### src/rtl/aicf_pkg.sv
// Package: configuration field layout, input modes and code constants for the input decode block
package aicf_pkg;

  localparam int CFG_W = 14;
  localparam int CODE_W = 16;
  localparam int CH_W = 3;
  localparam int CH_COUNT = 8;

  // Field positions inside the 14-bit configuration word
  localparam int MODE_HI = 12;
  localparam int MODE_LO = 10;
  localparam int CH_HI = 9;
  localparam int CH_LO = 7;
  localparam int FILT_BIT = 6;

  // Input mode field encodings
  localparam logic [2:0] MODE_SINGLE = 3'h7;
  localparam logic [2:0] MODE_COM_BIP = 3'h2;
  localparam logic [2:0] MODE_COM_UNI = 3'h6;
  localparam logic [1:0] MODE_PAIR_BIP = 2'h0;
  localparam logic [1:0] MODE_PAIR_UNI = 2'h2;

  // Saturation and reset codes
  localparam logic [15:0] CODE_TOP_UNI = 16'hFFFF;
  localparam logic [15:0] CODE_BOT_UNI = 16'h0000;
  localparam logic [15:0] CODE_TOP_BIP = 16'h7FFF;
  localparam logic [15:0] CODE_BOT_BIP = 16'h8000;
  localparam logic [15:0] CODE_RESET = 16'h0000;
  localparam logic [13:0] CFG_RESET = 14'h3FFF;
  localparam logic [15:0] MSB_FLIP = 16'h8000;

  typedef enum logic [2:0] {
    AICF_SINGLE = 3'b000,
    AICF_COM_BIP = 3'b001,
    AICF_COM_UNI = 3'b010,
    AICF_PAIR_BIP = 3'b011,
    AICF_PAIR_UNI = 3'b100,
    AICF_RSVD = 3'b101
  } aicf_mode_t;

  // Decoded configuration
  typedef struct packed {
    aicf_mode_t mode;
    logic bipolar;
    logic paired;
    logic [2:0] pos_ch;
    logic [2:0] neg_ch;
    logic neg_is_com;
    logic quarter_bw;
  } aicf_dec_t;

  // Raw conversion outcome from the analog core
  typedef struct packed {
    logic [15:0] code;
    logic over;
    logic under;
  } aicf_raw_t;

endpackage

### src/rtl/aicf_top.sv
// Top: configuration word decode, conversion start detect and result formatting
// Overview of operation
// - Unipolar range results are presented as straight binary.
// - Bipolar range results are presented in twos complement.
// - Over-range saturates to 0xFFFF unipolar or 0x7FFF bipolar.
// - Under-range saturates to 0x0000 unipolar or 0x8000 bipolar.
// - Mode 111 selects single-ended inputs against ground.
// - Mode 010 selects bipolar inputs against common at half reference.
// - Mode 110 selects unipolar inputs against common as ground sense.
// - Mode 00X selects bipolar pairs, negative member at half reference.
// - Mode 10X selects unipolar pairs, negative member ground sense.
// - In pairs the channel field odd/even bit picks the positive pair member.
// - Sequencer in paired modes always uses even inputs as positive.
// - Filter bit selects full or quarter input bandwidth.
// - All settings but the sequencer_active input come from one 14-bit configuration word.
`timescale 1ns/1ps
module aicf_top (
  input wire logic clk,
  input wire logic reset,
  input wire logic [13:0] cfg_word,
  input wire logic cfg_load,
  input wire logic sequencer_active,
  input wire logic conversion_start_pin,
  input wire logic raw_done,
  input wire logic [15:0] raw_code,
  input wire logic raw_over,
  input wire logic raw_under,
  output logic [2:0] pair_positive_input,
  output logic [2:0] pair_negative_input,
  output logic neg_is_com,
  output logic bipolar,
  output logic paired,
  output logic quarter_bw,
  output logic sample_hold,
  output logic [15:0] result,
  output logic result_valid
);

  // ---------------------------------------------------------------
  // State
  // ---------------------------------------------------------------
  typedef struct packed {
    logic [13:0] cfg;
    aicf_pkg::aicf_dec_t dec;
    aicf_pkg::aicf_dec_t conv_dec;
    logic start_d;
    logic hold;
  } aicf_state_t;

  aicf_state_t st;
  aicf_state_t next_st;
  aicf_pkg::aicf_dec_t dec_c;
  aicf_pkg::aicf_raw_t raw;
  logic [2:0] mode_f;
  logic [2:0] ch_f;

  // ---------------------------------------------------------------
  // Configuration decode
  // ---------------------------------------------------------------
  assign mode_f = st.cfg[aicf_pkg::MODE_HI:aicf_pkg::MODE_LO];
  assign ch_f = st.cfg[aicf_pkg::CH_HI:aicf_pkg::CH_LO];

  // Decode of the stored word; reserved code 011 falls back to single-ended
  always_comb begin
    dec_c = '0;
    dec_c.quarter_bw = st.cfg[aicf_pkg::FILT_BIT];
    dec_c.pos_ch = ch_f;
    dec_c.neg_ch = ch_f;
    if (mode_f == aicf_pkg::MODE_SINGLE) begin
      dec_c.mode = aicf_pkg::AICF_SINGLE;
    end else if (mode_f == aicf_pkg::MODE_COM_BIP) begin
      dec_c.mode = aicf_pkg::AICF_COM_BIP;
      dec_c.bipolar = 1'b1;
      dec_c.neg_is_com = 1'b1;
    end else if (mode_f == aicf_pkg::MODE_COM_UNI) begin
      dec_c.mode = aicf_pkg::AICF_COM_UNI;
      dec_c.neg_is_com = 1'b1;
    end else if (mode_f[2:1] == aicf_pkg::MODE_PAIR_BIP) begin
      dec_c.mode = aicf_pkg::AICF_PAIR_BIP;
      dec_c.bipolar = 1'b1;
      dec_c.paired = 1'b1;
    end else if (mode_f[2:1] == aicf_pkg::MODE_PAIR_UNI) begin
      dec_c.mode = aicf_pkg::AICF_PAIR_UNI;
      dec_c.paired = 1'b1;
    end else begin
      dec_c.mode = aicf_pkg::AICF_RSVD;
    end
    // Pair members: low bit chooses which of the adjacent pair is positive
    if (dec_c.paired) begin
      if (sequencer_active) begin
        dec_c.pos_ch = {ch_f[2:1], 1'b0};
      end else begin
        dec_c.pos_ch = ch_f;
      end
      dec_c.neg_ch = {dec_c.pos_ch[2:1], ~dec_c.pos_ch[0]};
    end
  end

  // ---------------------------------------------------------------
  // Next state
  // ---------------------------------------------------------------
  // Settings are captured at the start edge so a mid-conversion write
  // cannot change the coding of the result being converted
  always_comb begin
    next_st = st;
    next_st.start_d = conversion_start_pin;
    if (cfg_load) begin
      next_st.cfg = cfg_word;
    end
    next_st.dec = dec_c;
    if (conversion_start_pin && !st.start_d) begin
      next_st.hold = 1'b1;
      next_st.conv_dec = dec_c;
    end else if (raw_done) begin
      next_st.hold = 1'b0;
    end
  end

  // State register
  always_ff @(posedge clk or posedge reset) begin
    if (reset) begin
      st <= '{cfg: aicf_pkg::CFG_RESET, dec: '0, conv_dec: '0, start_d: 1'b0, hold: 1'b0};
    end else begin
      st <= next_st;
    end
  end

  // ---------------------------------------------------------------
  // Result formatting
  // ---------------------------------------------------------------
  assign raw = '{code: raw_code, over: raw_over, under: raw_under};

  aicf_format u_format (
    .clk(clk),
    .reset(reset),
    .load(raw_done),
    .bipolar(st.conv_dec.bipolar),
    .raw(raw),
    .code(result),
    .valid(result_valid)
  );

  // Outputs straight from registers
  assign pair_positive_input = st.dec.pos_ch;
  assign pair_negative_input = st.dec.neg_ch;
  assign neg_is_com = st.dec.neg_is_com;
  assign bipolar = st.dec.bipolar;
  assign paired = st.dec.paired;
  assign quarter_bw = st.dec.quarter_bw;
  assign sample_hold = st.hold;

  // ---------------------------------------------------------------
  // Decode checks
  // ---------------------------------------------------------------
  // Decoded outputs trail the stored word by one edge
  single_mode_a: assert property (@(posedge clk) disable iff (reset)
    mode_f == 3'h7 |=> !bipolar && !paired && !neg_is_com)
    else $error("single-ended decode wrong");
  com_bip_a: assert property (@(posedge clk) disable iff (reset)
    mode_f == 3'h2 |=> bipolar && neg_is_com && !paired)
    else $error("bipolar common decode wrong");
  com_uni_a: assert property (@(posedge clk) disable iff (reset)
    mode_f == 3'h6 |=> !bipolar && neg_is_com && !paired)
    else $error("unipolar common decode wrong");
  pair_bip_a: assert property (@(posedge clk) disable iff (reset)
    mode_f[2:1] == 2'h0 |=> bipolar && paired && !neg_is_com)
    else $error("bipolar pair decode wrong");
  pair_uni_a: assert property (@(posedge clk) disable iff (reset)
    mode_f[2:1] == 2'h2 |=> !bipolar && paired && !neg_is_com)
    else $error("unipolar pair decode wrong");
  rsvd_mode_a: assert property (@(posedge clk) disable iff (reset)
    mode_f == 3'h3 |=> !bipolar && !paired && !neg_is_com)
    else $error("reserved mode does not fall back to single-ended flags");
  pair_member_a: assert property (@(posedge clk) disable iff (reset)
    paired |-> pair_negative_input == (pair_positive_input ^ 3'h1))
    else $error("pair members not adjacent");
  pair_pos_a: assert property (@(posedge clk) disable iff (reset)
    dec_c.paired && !sequencer_active |=> pair_positive_input == $past(ch_f))
    else $error("positive pair member not taken from channel field");
  seq_even_a: assert property (@(posedge clk) disable iff (reset)
    dec_c.paired && sequencer_active |=> !pair_positive_input[0])
    else $error("sequencer positive channel not even");
  filter_sel_a: assert property (@(posedge clk) disable iff (reset)
    1'b1 |=> quarter_bw == $past(st.cfg[aicf_pkg::FILT_BIT]))
    else $error("filter select not following word");
  cfg_take_a: assert property (@(posedge clk) disable iff (reset)
    cfg_load |=> st.cfg == $past(cfg_word))
    else $error("configuration word not stored on load");

  // ---------------------------------------------------------------
  // Conversion checks
  // ---------------------------------------------------------------
  // A level-high start pin must not retrigger; only the 0 to 1 step counts,
  // and the coding seen at that step is the one the result is formatted with
  start_hold_a: assert property (@(posedge clk) disable iff (reset)
    $rose(conversion_start_pin) && !raw_done |=> sample_hold)
    else $error("start edge did not hold sample");
  hold_end_a: assert property (@(posedge clk) disable iff (reset)
    raw_done && !(conversion_start_pin && !st.start_d) |=> !sample_hold)
    else $error("hold not released at conversion end");
  coding_latch_a: assert property (@(posedge clk) disable iff (reset)
    conversion_start_pin && !st.start_d |=> st.conv_dec.bipolar == $past(dec_c.bipolar))
    else $error("coding not latched at start edge");
  result_pulse_a: assert property (@(posedge clk) disable iff (reset)
    1'b1 |=> result_valid == $past(raw_done))
    else $error("result valid pulse not one edge after done");
  sat_top_a: assert property (@(posedge clk) disable iff (reset)
    raw_done && raw_over |=> result == ($past(st.conv_dec.bipolar) ? 16'h7FFF : 16'hFFFF))
    else $error("over-range result not at top code");
  sat_bot_a: assert property (@(posedge clk) disable iff (reset)
    raw_done && !raw_over && raw_under |=> result == ($past(st.conv_dec.bipolar) ? 16'h8000 : 16'h0000))
    else $error("under-range result not at bottom code");

  // Main scenarios
  cfg_load_c: cover property (@(posedge clk) disable iff (reset) cfg_load ##1 $rose(conversion_start_pin));
  bip_res_c: cover property (@(posedge clk) disable iff (reset) result_valid && st.conv_dec.bipolar);
  sat_res_c: cover property (@(posedge clk) disable iff (reset) raw_done && raw_over);
  seq_pair_c: cover property (@(posedge clk) disable iff (reset) paired && sequencer_active);
  quarter_conv_c: cover property (@(posedge clk) disable iff (reset) quarter_bw && $rose(conversion_start_pin));

endmodule

### src/rtl/aicf_format.sv
// Code formatter: straight binary or twos complement with saturation, registered output
`timescale 1ns/1ps
module aicf_format (
  input wire logic clk,
  input wire logic reset,
  input wire logic load,
  input wire logic bipolar,
  input wire aicf_pkg::aicf_raw_t raw,
  output logic [15:0] code,
  output logic valid
);

  typedef struct packed {
    logic [15:0] code;
    logic valid;
  } aicf_fmt_state_t;

  aicf_fmt_state_t st;
  aicf_fmt_state_t next_st;

  // Over-range has priority over under-range; both cannot come from a real sample
  always_comb begin
    next_st = st;
    next_st.valid = load;
    if (load) begin
      if (raw.over) begin
        next_st.code = bipolar ? aicf_pkg::CODE_TOP_BIP : aicf_pkg::CODE_TOP_UNI;
      end else if (raw.under) begin
        next_st.code = bipolar ? aicf_pkg::CODE_BOT_BIP : aicf_pkg::CODE_BOT_UNI;
      end else if (bipolar) begin
        next_st.code = raw.code ^ aicf_pkg::MSB_FLIP;
      end else begin
        next_st.code = raw.code;
      end
    end
  end

  // State register
  always_ff @(posedge clk or posedge reset) begin
    if (reset) begin
      st <= '{code: aicf_pkg::CODE_RESET, valid: 1'b0};
    end else begin
      st <= next_st;
    end
  end

  assign code = st.code;
  assign valid = st.valid;

  // Coding from the previous edge, registered every cycle, so the checks can judge the registered result
  logic bipolar_d;
  always_ff @(posedge clk or posedge reset) begin
    if (reset) begin
      bipolar_d <= 1'b0;
    end else begin
      bipolar_d <= bipolar;
    end
  end

  // ---------------------------------------------------------------
  // Checks
  // ---------------------------------------------------------------
  over_uni_a: assert property (@(posedge clk) disable iff (reset)
    load && raw.over && !bipolar |=> code == 16'hFFFF)
    else $error("unipolar over-range not saturated high");
  over_bip_a: assert property (@(posedge clk) disable iff (reset)
    load && raw.over && bipolar |=> code == 16'h7FFF)
    else $error("bipolar over-range not saturated high");
  under_sat_a: assert property (@(posedge clk) disable iff (reset)
    load && !raw.over && raw.under |=> code == (bipolar_d ? 16'h8000 : 16'h0000))
    else $error("under-range not saturated low");
  bip_flip_a: assert property (@(posedge clk) disable iff (reset)
    load && bipolar && !raw.over && !raw.under |=> code == ($past(raw.code) ^ 16'h8000))
    else $error("bipolar code is not offset binary with msb flipped");
  uni_pass_a: assert property (@(posedge clk) disable iff (reset)
    load && !bipolar && !raw.over && !raw.under |=> code == $past(raw.code))
    else $error("unipolar code not straight binary");
  hold_code_a: assert property (@(posedge clk) disable iff (reset)
    !load |=> $stable(code))
    else $error("result changed without a load");

endmodule

### config.mk
export PLATFORM = sky130hd
export DESIGN_NAME = aicf_top
export DESIGN_NICKNAME = d
export VERILOG_FILES = /design/src/rtl/aicf_pkg.sv /design/src/rtl/aicf_top.sv /design/src/rtl/aicf_format.sv
export SDC_FILE = /design/constraint.sdc
export NUM_CORES = 1
export LEC_CHECK = 0
export ABC_AREA = 1
export ABC_CLOCK_PERIOD_IN_PS = 1550
export BUFFER_PORTS_ARGS = -buffer_cell sky130_fd_sc_hd__buf_2
export CAP_MARGIN = 20
export CORE_AREA = 3 3 64 66
export CTS_CLUSTER_DIAMETER = 200
export DETAILED_ROUTE_END_ITERATION = 12
export DIE_AREA = 0 0 67 69
export PLACE_DENSITY = 0.8
export SETUP_SLACK_MARGIN = 0.1
export SYNTH_ARGS = -nofsm -noshare
export SYNTH_HDL_FRONTEND = slang
export SYNTH_SLANG_ARGS = --single-unit
### constraint.sdc
create_clock -name clk -period 1.55 [get_ports clk]
set_input_delay 0.155 -clock clk [delete_from_list [all_inputs] [get_ports clk]]
set_output_delay 0.155 -clock clk [all_outputs]
set_load 0.05 [all_outputs]
==> results of run 1 <==
synth_stat cells, types with 2 or more instances:
master	number	share of area [%]
sky130_fd_sc_hd__buf_4	8	4.2
sky130_fd_sc_hd__nand3_1	2	0.70
sky130_fd_sc_hd__nor2_1	16	4.2
sky130_fd_sc_hd__o21ai_0	8	2.8
sky130_fd_sc_hd__nand2_1	28	7.3
sky130_fd_sc_hd__inv_1	9	2.4
sky130_fd_sc_hd__dfstp_2	7	13
sky130_fd_sc_hd__a21oi_2	7	4.3
sky130_fd_sc_hd__mux2_2	3	2.4
sky130_fd_sc_hd__a21oi_4	3	3.4
sky130_fd_sc_hd__a21oi_1	6	2.1
sky130_fd_sc_hd__dfrtp_1	28	49
kinds of logic (layout without fill, tap and decap cells):
| logic type | after synthesis | count (layout) | share of synthesized area (%) |
|---|---|---|---|
| buffers and inverters | 22 | 81 | 9.930 |
| multiplexers | 3 | 3 | 2.352 |
| AND/OR/NAND/NOR | 47 | 47 | 13.59 |
| AO/OA/AOI/OAI | 24 | 24 | 12.54 |
| flip-flops | 35 | 35 | 61.59 |
metrics by stage:
stage | hold slack, ns | worst slack (ns) | utilization (%) | cells
2_1_floorplan | 0.1864 | 0.5899 | - | 131
3_3_place_gp | 0.2741 | 0.4917 | 46.94 | 228
3_5_place_dp | 0.2717 | 0.4650 | 46.94 | 228
4_1_cts | 0.04653 | 0.4570 | 50.24 | 238
5_1_grt | 0.06857 | 0.3755 | 50.24 | 238
6_report | 0.05873 | 0.4858 | 50.24 | 238
metal layers:
layer / GRT usage, % / vias to the layer above / wire, µm / share of wire (%)
li1: - / 520 / - / -
met1: 15.46 / 487 / 1157 / 43
met2: 19.21 / 34 / 1283 / 48
met3: 5.375 / 4 / 180 / 6.8
met4: 4.730 / 0 / 45 / 1.7
met5: 0 / - / 0 / 0
registers in the layout (all words and copies together) (netlist names):
signal	count
bipolar	1
ch_f	3
dec_c	1
mode_f	3
neg_is_com	1
pair_negative_input	3
pair_positive_input	1
paired	1
quarter_bw	1
sample_hold	1
st	2
u_format.code	16
u_format.valid	1
power by group through the flow:
stage	clock [mW]	sequential, mW	combinational [mW]
3_3_place_gp	0	1.07	0.533
5_1_grt	0.774	1.07	0.576
6_report	0.707	1.05	0.536
4_1_cts	0.732	1.05	0.544
3_5_place_dp	0	1.07	0.540
2_1_floorplan	0	1.27	0.231
final cells by class:
type | instances | area [µm²]
multi-input combinational | 74 | 409.1
inverter | 11 | 46.29
tap | 48 | 60.06
timing repair buffer | 62 | 325.3
sequential | 35 | 884.6
clock buffer | 8 | 100.1
fill | 373 | 1808
worst min path at each step:
| stage | end | slack, ns | cells past startpoint |
|---|---|---|---|
| 5_1_grt | pair_positive_input[0] | 0.07 | 2 |
| 3_5_place_dp | u_format.code[6] | 0.27 | 3 |
| 6_report | pair_positive_input[0] | 0.06 | 2 |
| 4_1_cts | pair_positive_input[0] | 0.05 | 2 |
| 3_3_place_gp | u_format.code[6] | 0.27 | 3 |
| 2_1_floorplan | st[1] | 0.19 | 0 |
==> results.md, run 1 <==
| Parameter | This run |
| --- | --- |
| Root cell of the clock tree | sky130_fd_sc_hd__clkbuf_8 |
| PortBufs | 58 |
| Final critical delay including setup and external delays | 1.064 ns |
| Leading cell type in the layout, fill and taps excluded | sky130_fd_sc_hd__buf_2 |
| CP startpoint | u_format.code[12] |
| Required time of the worst setup path | 1.39 ns |
| Critical path fanouts, max | 2 |
| Number of antenna violations at the first check in global routing | 0 |
| Type of the tightest min-delay check | in2reg |
| Core Region | 3633 µm² |
| Share of flip-flops with an asynchronous set or reset after synthesis | 100.0% |
| Depth of the most critical reg-to-reg path | 3 |
| Hold Vio Cnt, Final | 0 |
| CTS Buf Count | 5 |
| Reg2reg setup slack | 0.49 ns |
| List of cells traversed by the critical path | buf_2 |
| Setup repair after global routing missed its margin | false |
| Worst slew margin relative to its limit | 70.76% |
| Number of instances in the synthesized netlist | 131 |
| Vias in the first global route | 970 |
| DIE WIDTH | 67 µm |
| DRC marker count from the first detailed-route iteration | 87 |
| Internal power | 1.555 mW |
| Start point of the worst hold path | sequencer_active |
| Largest net degree at the start of global routing | 36 |
| Design Area, Final | 1826 µm² |
| Setup skew after layout | 0.001467 ns |
| ANT cells | 0 |
| Clock tree from TritonCTS | yes |
| Power Dens Cells | 1258 nW/µm² |
| Sequential power share | 45.9% |
| Area after DPL | 1705 µm² |
| EDFF count, synth | 0 |
| Max frequency | 939.6 MHz |
| Starting utilization of the core area | 39.53% |
| Vias after detailed routing | 1045 |
| Total global routing overflow | 0 |
| CP Capture Point | result[12] |
| Count of distinct cell types in the synthesized netlist | 18 |
| Residual DRC count | 0 |
| Total clock sinks | 35 |
| Number of top-level pins | 66 |
| Switching Power | 0.7409 mW |
| Total iterations of the first detailed-routing run | 2 |
| Total power after layout | 2.296 mW |
| Routability cong. | 0.7231 |
| Setup TNS | 0 ns |
| Crit path depth | 1 |
| Clock-pin slew on the worst setup and hold paths | 0.07 ns |
| Critical register-to-register path startpoint | mode_f[1] |
| Critical path endpoint category | output pin |
| Crit start category | register |
| DR vias/cell | 4.391 |
| Average instance area after synthesis | 10.96 µm² |
| H-tree depth | 2 |
| Most frequently used flop master after synthesis | sky130_fd_sc_hd__dfrtp_1 |
| Leakage power summed over all cells | 0.8991 nW |
| Portion of total power attributed to combinational logic | 23.3% |
| Family with the most delay on the worst path | flip-flops |
| Post-CTS sizing | 0 |
| Largest stage delay on the critical path | 0.36 ns |
| Post-DR wirelength/cell | 11.20 µm |
| Worst Path Arrival | 0.91 ns |
| Sequential fraction of the synthesis area | 61.59% |
| Type of the worst setup path | reg2out |
| Number of failing setup endpoints in the final timing report | 0 |
| Slew @ Worst Pin | 0.4386 ns |
| Endpoint of the lowest-slack register-to-register path | st[11] |
| Layout cells sized above 1 | 47.37% |
| Max Cap Violations | 0 |
| Post-layout net count | 227 |
| Most used cells in the layout excluding fill and tap cells | sky130_fd_sc_hd__buf_2 (58), sky130_fd_sc_hd__nand2_1 (28), sky130_fd_sc_hd__dfrtp_1 (28), sky130_fd_sc_hd__nor2_1 (16), sky130_fd_sc_hd__inv_1 (9) |
| Clock latency of the later-clocked register in the worst-skew pair | 0.28 ns |
| Number of buffers inserted for hold repair after clock tree synthesis | 2 |
| Final Cycle Share | 68.66% |
| Switching power share of the total | 32.26% |
| Post-route ant nets | 0 |
| Longest Clk Path Bufs | 2 |
| Post-synth design cell area | 1436 µm² |
| Combined global-route utilization of all metal layers | 12.55% |
| Worst Path Buf+Inv | 1 |
| Run status | finished clean |
| Synthesis warning total | 0 |
| Die height | 69 µm |
| Synthesized Nets | 169 |
| Growth of design area from synthesis to finish | 27.09% |
| Die ar. | 4623 µm² |
| Number of standard-cell rows in the floorplan | 22 |
| Seq cells post-synth | 35 |
| Setup repair bufs after CTS | 0 |
| Critical-path cell with the highest stage delay | sky130_fd_sc_hd__dfrtp_1 |
| Slew Viols, Final | 0 |
| Part of the power in the clock network | 30.8% |
| Routed wire length | 2.666 mm |
| First-pass GRT wire length | 4.347 mm |
| VDD IR max | 0.5613 mV |
| Detailed-placement wirelength estimate | 1.907 mm |
(Power assumes the default switching activity.)
==> run 2: changes to the inputs <==
Settings changed: ABC_CLOCK_PERIOD_IN_PS 1550 to 1100.
Clock period 1.55 ns to 1.1 ns, I/O delays scaled along.
==> results.md, run 2 (synthesized netlist as in run 1, its figures left out) <==
| Parameter | This run |
| --- | --- |
| Run status | finished clean |
| Vias after detailed routing | 1050 |
| Leakage power summed over all cells | 0.9599 nW |
| Worst Path Buf+Inv | 1 |
| Clock-pin slew on the worst setup and hold paths | 0.07 ns |
| ANT cells | 0 |
| First-pass GRT wire length | 4.526 mm |
| Critical path endpoint category | output pin |
| Longest Clk Path Bufs | 2 |
| Post-route ant nets | 0 |
| WHS | 0.03487 ns |
| Growth of design area from synthesis to finish | 37.11% |
| Post-layout net count | 229 |
| Total clock sinks | 35 |
| Critical-path cell with the highest stage delay | sky130_fd_sc_hd__dfrtp_1 |
| Clock latency of the later-clocked register in the worst-skew pair | 0.28 ns |
| Setup repair after global routing missed its margin | true |
| Combined global-route utilization of all metal layers | 12.95% |
| Max Cap Violations | 0 |
| Setup skew after layout | 0.0008589 ns |
| Slew Viols, Final | 0 |
| Starting utilization of the core area | 39.53% |
| Total of fill cells in the finished design | 351 |
| Total global routing overflow | 0 |
| Core Region | 3633 µm² |
| Largest stage delay on the critical path | 0.39 ns |
| Routed wire length | 2.708 mm |
| Required time of the worst setup path | 0.99 ns |
| Crit start category | register |
| Minimum setup slack after placement | 0.05351 ns |
| Setup TNS | 0 ns |
| Largest register FFs | 16 |
| DIE WIDTH | 67 µm |
| H-tree depth | 2 |
| Die height | 69 µm |
| Power Dens Cells | 1783 nW/µm² |
| Reg2reg setup slack | 0.18 ns |
| Leading cell type in the layout, fill and taps excluded | sky130_fd_sc_hd__buf_2 |
| Worst slew margin relative to its limit | 76.45% |
| Slew @ Worst Pin | 0.3532 ns |
| Total iterations of the first detailed-routing run | 4 |
| Area used by multi-input combinational logic | 412.9 µm² |
| Routability cong. | 0.7279 |
| Residual DRC count | 0 |
| Post-DR wirelength/cell | 11.28 µm |
| PortBufs | 58 |
| Critical path fanouts, max | 2 |
| Root cell of the clock tree | sky130_fd_sc_hd__clkbuf_8 |
| CTS Buf Count | 5 |
| Clock tree from TritonCTS | yes |
| Number of antenna violations at the first check in global routing | 0 |
| Number of standard-cell rows in the floorplan | 22 |
| Detailed-placement wirelength estimate | 1.958 mm |
| Max frequency | 1030 MHz |
| Type of the worst setup path | reg2out |
| Area used by sequential logic in the layout | 884.6 µm² |
| Number of top-level pins | 66 |
| DR vias/cell | 4.375 |
| Total power after layout | 3.511 mW |
| Final Cycle Share | 88.26% |
| Slack of the critical path | 0.1291 ns |
| Hold Vio Cnt, Final | 0 |
| Vias in the first global route | 995 |
| Number of failing setup endpoints in the final timing report | 0 |
| Layout cells sized above 1 | 48.96% |
| Largest net degree at the start of global routing | 36 |
| Most used cells in the layout excluding fill and tap cells | sky130_fd_sc_hd__buf_2 (33), sky130_fd_sc_hd__nand2_1 (28), sky130_fd_sc_hd__dfrtp_1 (28), sky130_fd_sc_hd__nor2_1 (16), sky130_fd_sc_hd__buf_4 (15) |
| Setup repair bufs after CTS | 0 |
| Die ar. | 4623 µm² |
| Final critical delay including setup and external delays | 0.9709 ns |
| DRC marker count from the first detailed-route iteration | 46 |
| VDD IR max | 0.6435 mV |
| Family with the most delay on the worst path | flip-flops |
| Type of the tightest min-delay check | in2reg |
| List of cells traversed by the critical path | buf_4 |
| Worst Path Arrival | 0.86 ns |
==> run 2: changes by cell type in the layout (fill, tap and decap cells not counted), sizes merged <==
cell,previous run,this run
dlygate4sd3,2,3
buf,60,57
clkinv,0,1
bufinv,0,1
clkbuf,8,10
==> run 2: area by class of cell <==
| cell class | count | area share [%] |
|---|---|---|
| flip-flops and latches | 35 | 44.92 |
| clock inverters | 2 | 1.779 |
| well taps | 48 | 3.050 |
| multi-input cells | 74 | 20.97 |
| inverters | 11 | 2.351 |
| repair buffers | 64 | 22.74 |
| clock buffers | 6 | 4.193 |
==> run 2: stage by stage <==
| step | instance area (µm²) | std cells | util [%] |
|---|---|---|---|
| 5_1_grt | 1969 | 240 | 54.20 |
| 6_report | 1969 | 240 | 54.20 |
| 3_3_place_gp | 1725 | 229 | 47.49 |
| 4_1_cts | 1921 | 240 | 52.86 |
| 2_1_floorplan | 1436 | 131 | - |
| 3_5_place_dp | 1725 | 229 | 47.49 |
==> run 2: report_power, final <==
group	switching [mW]	total [mW]	internal, mW
Combinational	0.573	0.845	0.272
Sequential	0.0619	1.49	1.43
Clock	0.442	1.17	0.733
==> run 2: repair_timing <==
action,CTS,global route
setup endpoints to repair,23,16
pin swaps,0,1
gates resized for setup,20,18
hold endpoints to repair,30,0
hold buffers,3,0
==> run 2: worst paths after layout <==
kind	start	end	depth (start not counted)
max	pair_negative_input[1]	pair_positive_input[1]	1
min	cfg_word[12]	mode_f[2]	3
max reg2reg	mode_f[0]	st[11]	3
min reg2reg	dec_c[0]	quarter_bw	0
max in group asynchronous	reset	ch_f[0]	4
min in group asynchronous	reset	u_format.code[6]	4
==> run 2: metal layers <==
layer	routed length (µm)	global-route usage, %	share of wire [%]
met5	0	0	0
met4	47	5.405	1.7
met3	194	5.375	7.2
met2	1356	20.09	50
met1	1108	15.61	41
==> run 3: changes to the inputs <==
Settings changed: GPL_TIMING_DRIVEN from default to 0.
==> results.md, run 3 (synthesized netlist as in run 1, its figures left out) <==
| Parameter | This run |
| --- | --- |
| Run status | finished, violations left |
| Violated checks | hold timing |
| Starting utilization of the core area | 39.53% |
| Worst Path Arrival | 0.94 ns |
| Setup repair bufs after CTS | 0 |
| Vias after detailed routing | 1078 |
| Slew Viols, Final | 0 |
| Power Dens Cells | 1739 nW/µm² |
| Detailed-placement wirelength estimate | 2.065 mm |
| Setup repair after global routing missed its margin | true |
| Leading cell type in the layout, fill and taps excluded | sky130_fd_sc_hd__buf_2 |
| Max frequency | 953.5 MHz |
| Type of the worst setup path | reg2out |
| Total global routing overflow | 0 |
| Area used by sequential logic in the layout | 884.6 µm² |
| Residual DRC count | 0 |
| Post-DR wirelength/cell | 11.22 µm |
| DRC marker count from the first detailed-route iteration | 108 |
| Slew @ Worst Pin | 0.6953 ns |
| Setup skew after layout | 0.001976 ns |
| GRT busiest layer | met2 |
| Most used cells in the layout excluding fill and tap cells | sky130_fd_sc_hd__buf_2 (33), sky130_fd_sc_hd__nand2_1 (28), sky130_fd_sc_hd__dfrtp_1 (28), sky130_fd_sc_hd__buf_4 (23), sky130_fd_sc_hd__nor2_1 (16) |
| Routability cong. | 0.7205 |
| Cell count after placement | 238 |
| VDD IR max | 0.7203 mV |
| Core Region | 3633 µm² |
| Routed wire length | 2.771 mm |
| WHS | -0.07576 ns |
| Final critical delay including setup and external delays | 1.049 ns |
| Post-layout net count | 236 |
| Largest net degree at the start of global routing | 21 |
| Critical path endpoint category | output pin |
| Longest Clk Path Bufs | 2 |
| Die ar. | 4623 µm² |
| PortBufs | 58 |
| Total clock sinks | 35 |
| Total of fill cells in the finished design | 341 |
| Clock tree from TritonCTS | yes |
| CTS Buf Count | 5 |
| H-tree depth | 2 |
| Number of top-level pins | 66 |
| Type of the tightest min-delay check | in2async |
| Total power after layout | 3.564 mW |
| Post-layout instance count excluding filler cells | 247 |
| Number of antenna violations at the first check in global routing | 0 |
| Clock-pin slew on the worst setup and hold paths | 0.07 ns |
| Met2 global-route usage | 21.18% |
| ANT cells | 0 |
| Number of buffers inserted for hold repair after clock tree synthesis | 3 |
| Vias in the first global route | 1093 |
| Max Cap Violations | 0 |
| Largest register FFs | 16 |
| Post-route ant nets | 0 |
| Layout cells sized above 1 | 50.75% |
| Combined global-route utilization of all metal layers | 13.06% |
| Number of failing setup endpoints in the final timing report | 0 |
| DR vias/cell | 4.364 |
| Root cell of the clock tree | sky130_fd_sc_hd__clkbuf_8 |
| Leakage power summed over all cells | 1.003 nW |
| Number of standard-cell rows in the floorplan | 22 |
| Clock latency of the later-clocked register in the worst-skew pair | 0.28 ns |
| Total iterations of the first detailed-routing run | 4 |
| Critical path fanouts, max | 2 |
| Met3 Usage GRT | 4.723% |
| Worst slew margin relative to its limit | 53.60% |
| Crit start category | register |
| Setup TNS | 0 ns |
| Required time of the worst setup path | 0.99 ns |
| First-pass GRT wire length | 4.609 mm |
| Final Cycle Share | 95.35% |
| Met1 global-route usage | 15.95% |
| Die height | 69 µm |
| Hold Vio Cnt, Final | 15 |
| Growth of design area from synthesis to finish | 42.68% |
| Area used by multi-input combinational logic | 412.9 µm² |
| DIE WIDTH | 67 µm |
-- run 3: cell count changes in the layout (fill, tap and decap cells not counted), sizes merged --
cell	change
buf	+9
clkbuf	-2
-- run 3: repair_timing --
action | 4_1_cts | 5_1_grt
hold endpoints to repair | 18 | 7
endpoints found under the setup margin | 26 | 9
pin swaps | 0 | 1
gates resized for setup | 34 | 4
-- run 3: power breakdown --
group	total [mW]	switching, mW	internal [mW]
Clock	1.17	0.442	0.733
Combinational	0.897	0.585	0.312
Sequential	1.49	0.0620	1.43
Total	3.56	1.09	2.48
-- run 3: path summary, 6_finish.rpt --
| check | end | start | cells after the start | slack (ns) |
|---|---|---|---|---|
| max | pair_positive_input[1] | pair_negative_input[1] | 2 | 0.05 |
| min | u_format.code[6] | reset | 2 | -0.08 |
| max reg2reg | st[11] | mode_f[0] | 3 | 0.17 |
| min reg2reg | pair_negative_input[2] | ch_f[2] | 0 | 0.40 |
| max in group asynchronous | ch_f[0] | reset | 3 | 0.56 |
| min in group clk | mode_f[1] | cfg_word[11] | 3 | 0.03 |
-- run 3: routing by layer --
layer	vias up	share of wire, %
met3	4	7.8
met4	0	0.79
met1	494	40
li1	540	-
met2	40	51
met5	-	0
-- run 3: area by class of cell --
type,count,share of cell area (%)
buffer,9,3.968
multi-input combinational,74,20.15
sequential,35,43.16
clock buffer,6,4.029
timing repair buffer,62,21.79
tap,48,2.930
clock inverter,2,1.709
inverter,11,2.259
-- run 3: metrics by stage --
step	instance area, µm²	utilization, %	setup WS, ns
after floorplan	1436	-	0.1399
after global placement	1787	49.17	-0.2399
after detailed placement	1814	49.93	0.02299
after CTS	2041	56.16	0.03946
after global routing	2049	56.41	0.01793
final	2049	56.41	0.05120
-- run 3: worst max-delay path: stages, from the launching register on --
cell and delay, ns:
sky130_fd_sc_hd__dfrtp_1 0.38, sky130_fd_sc_hd__buf_4 0.14, sky130_fd_sc_hd__buf_6 0.14
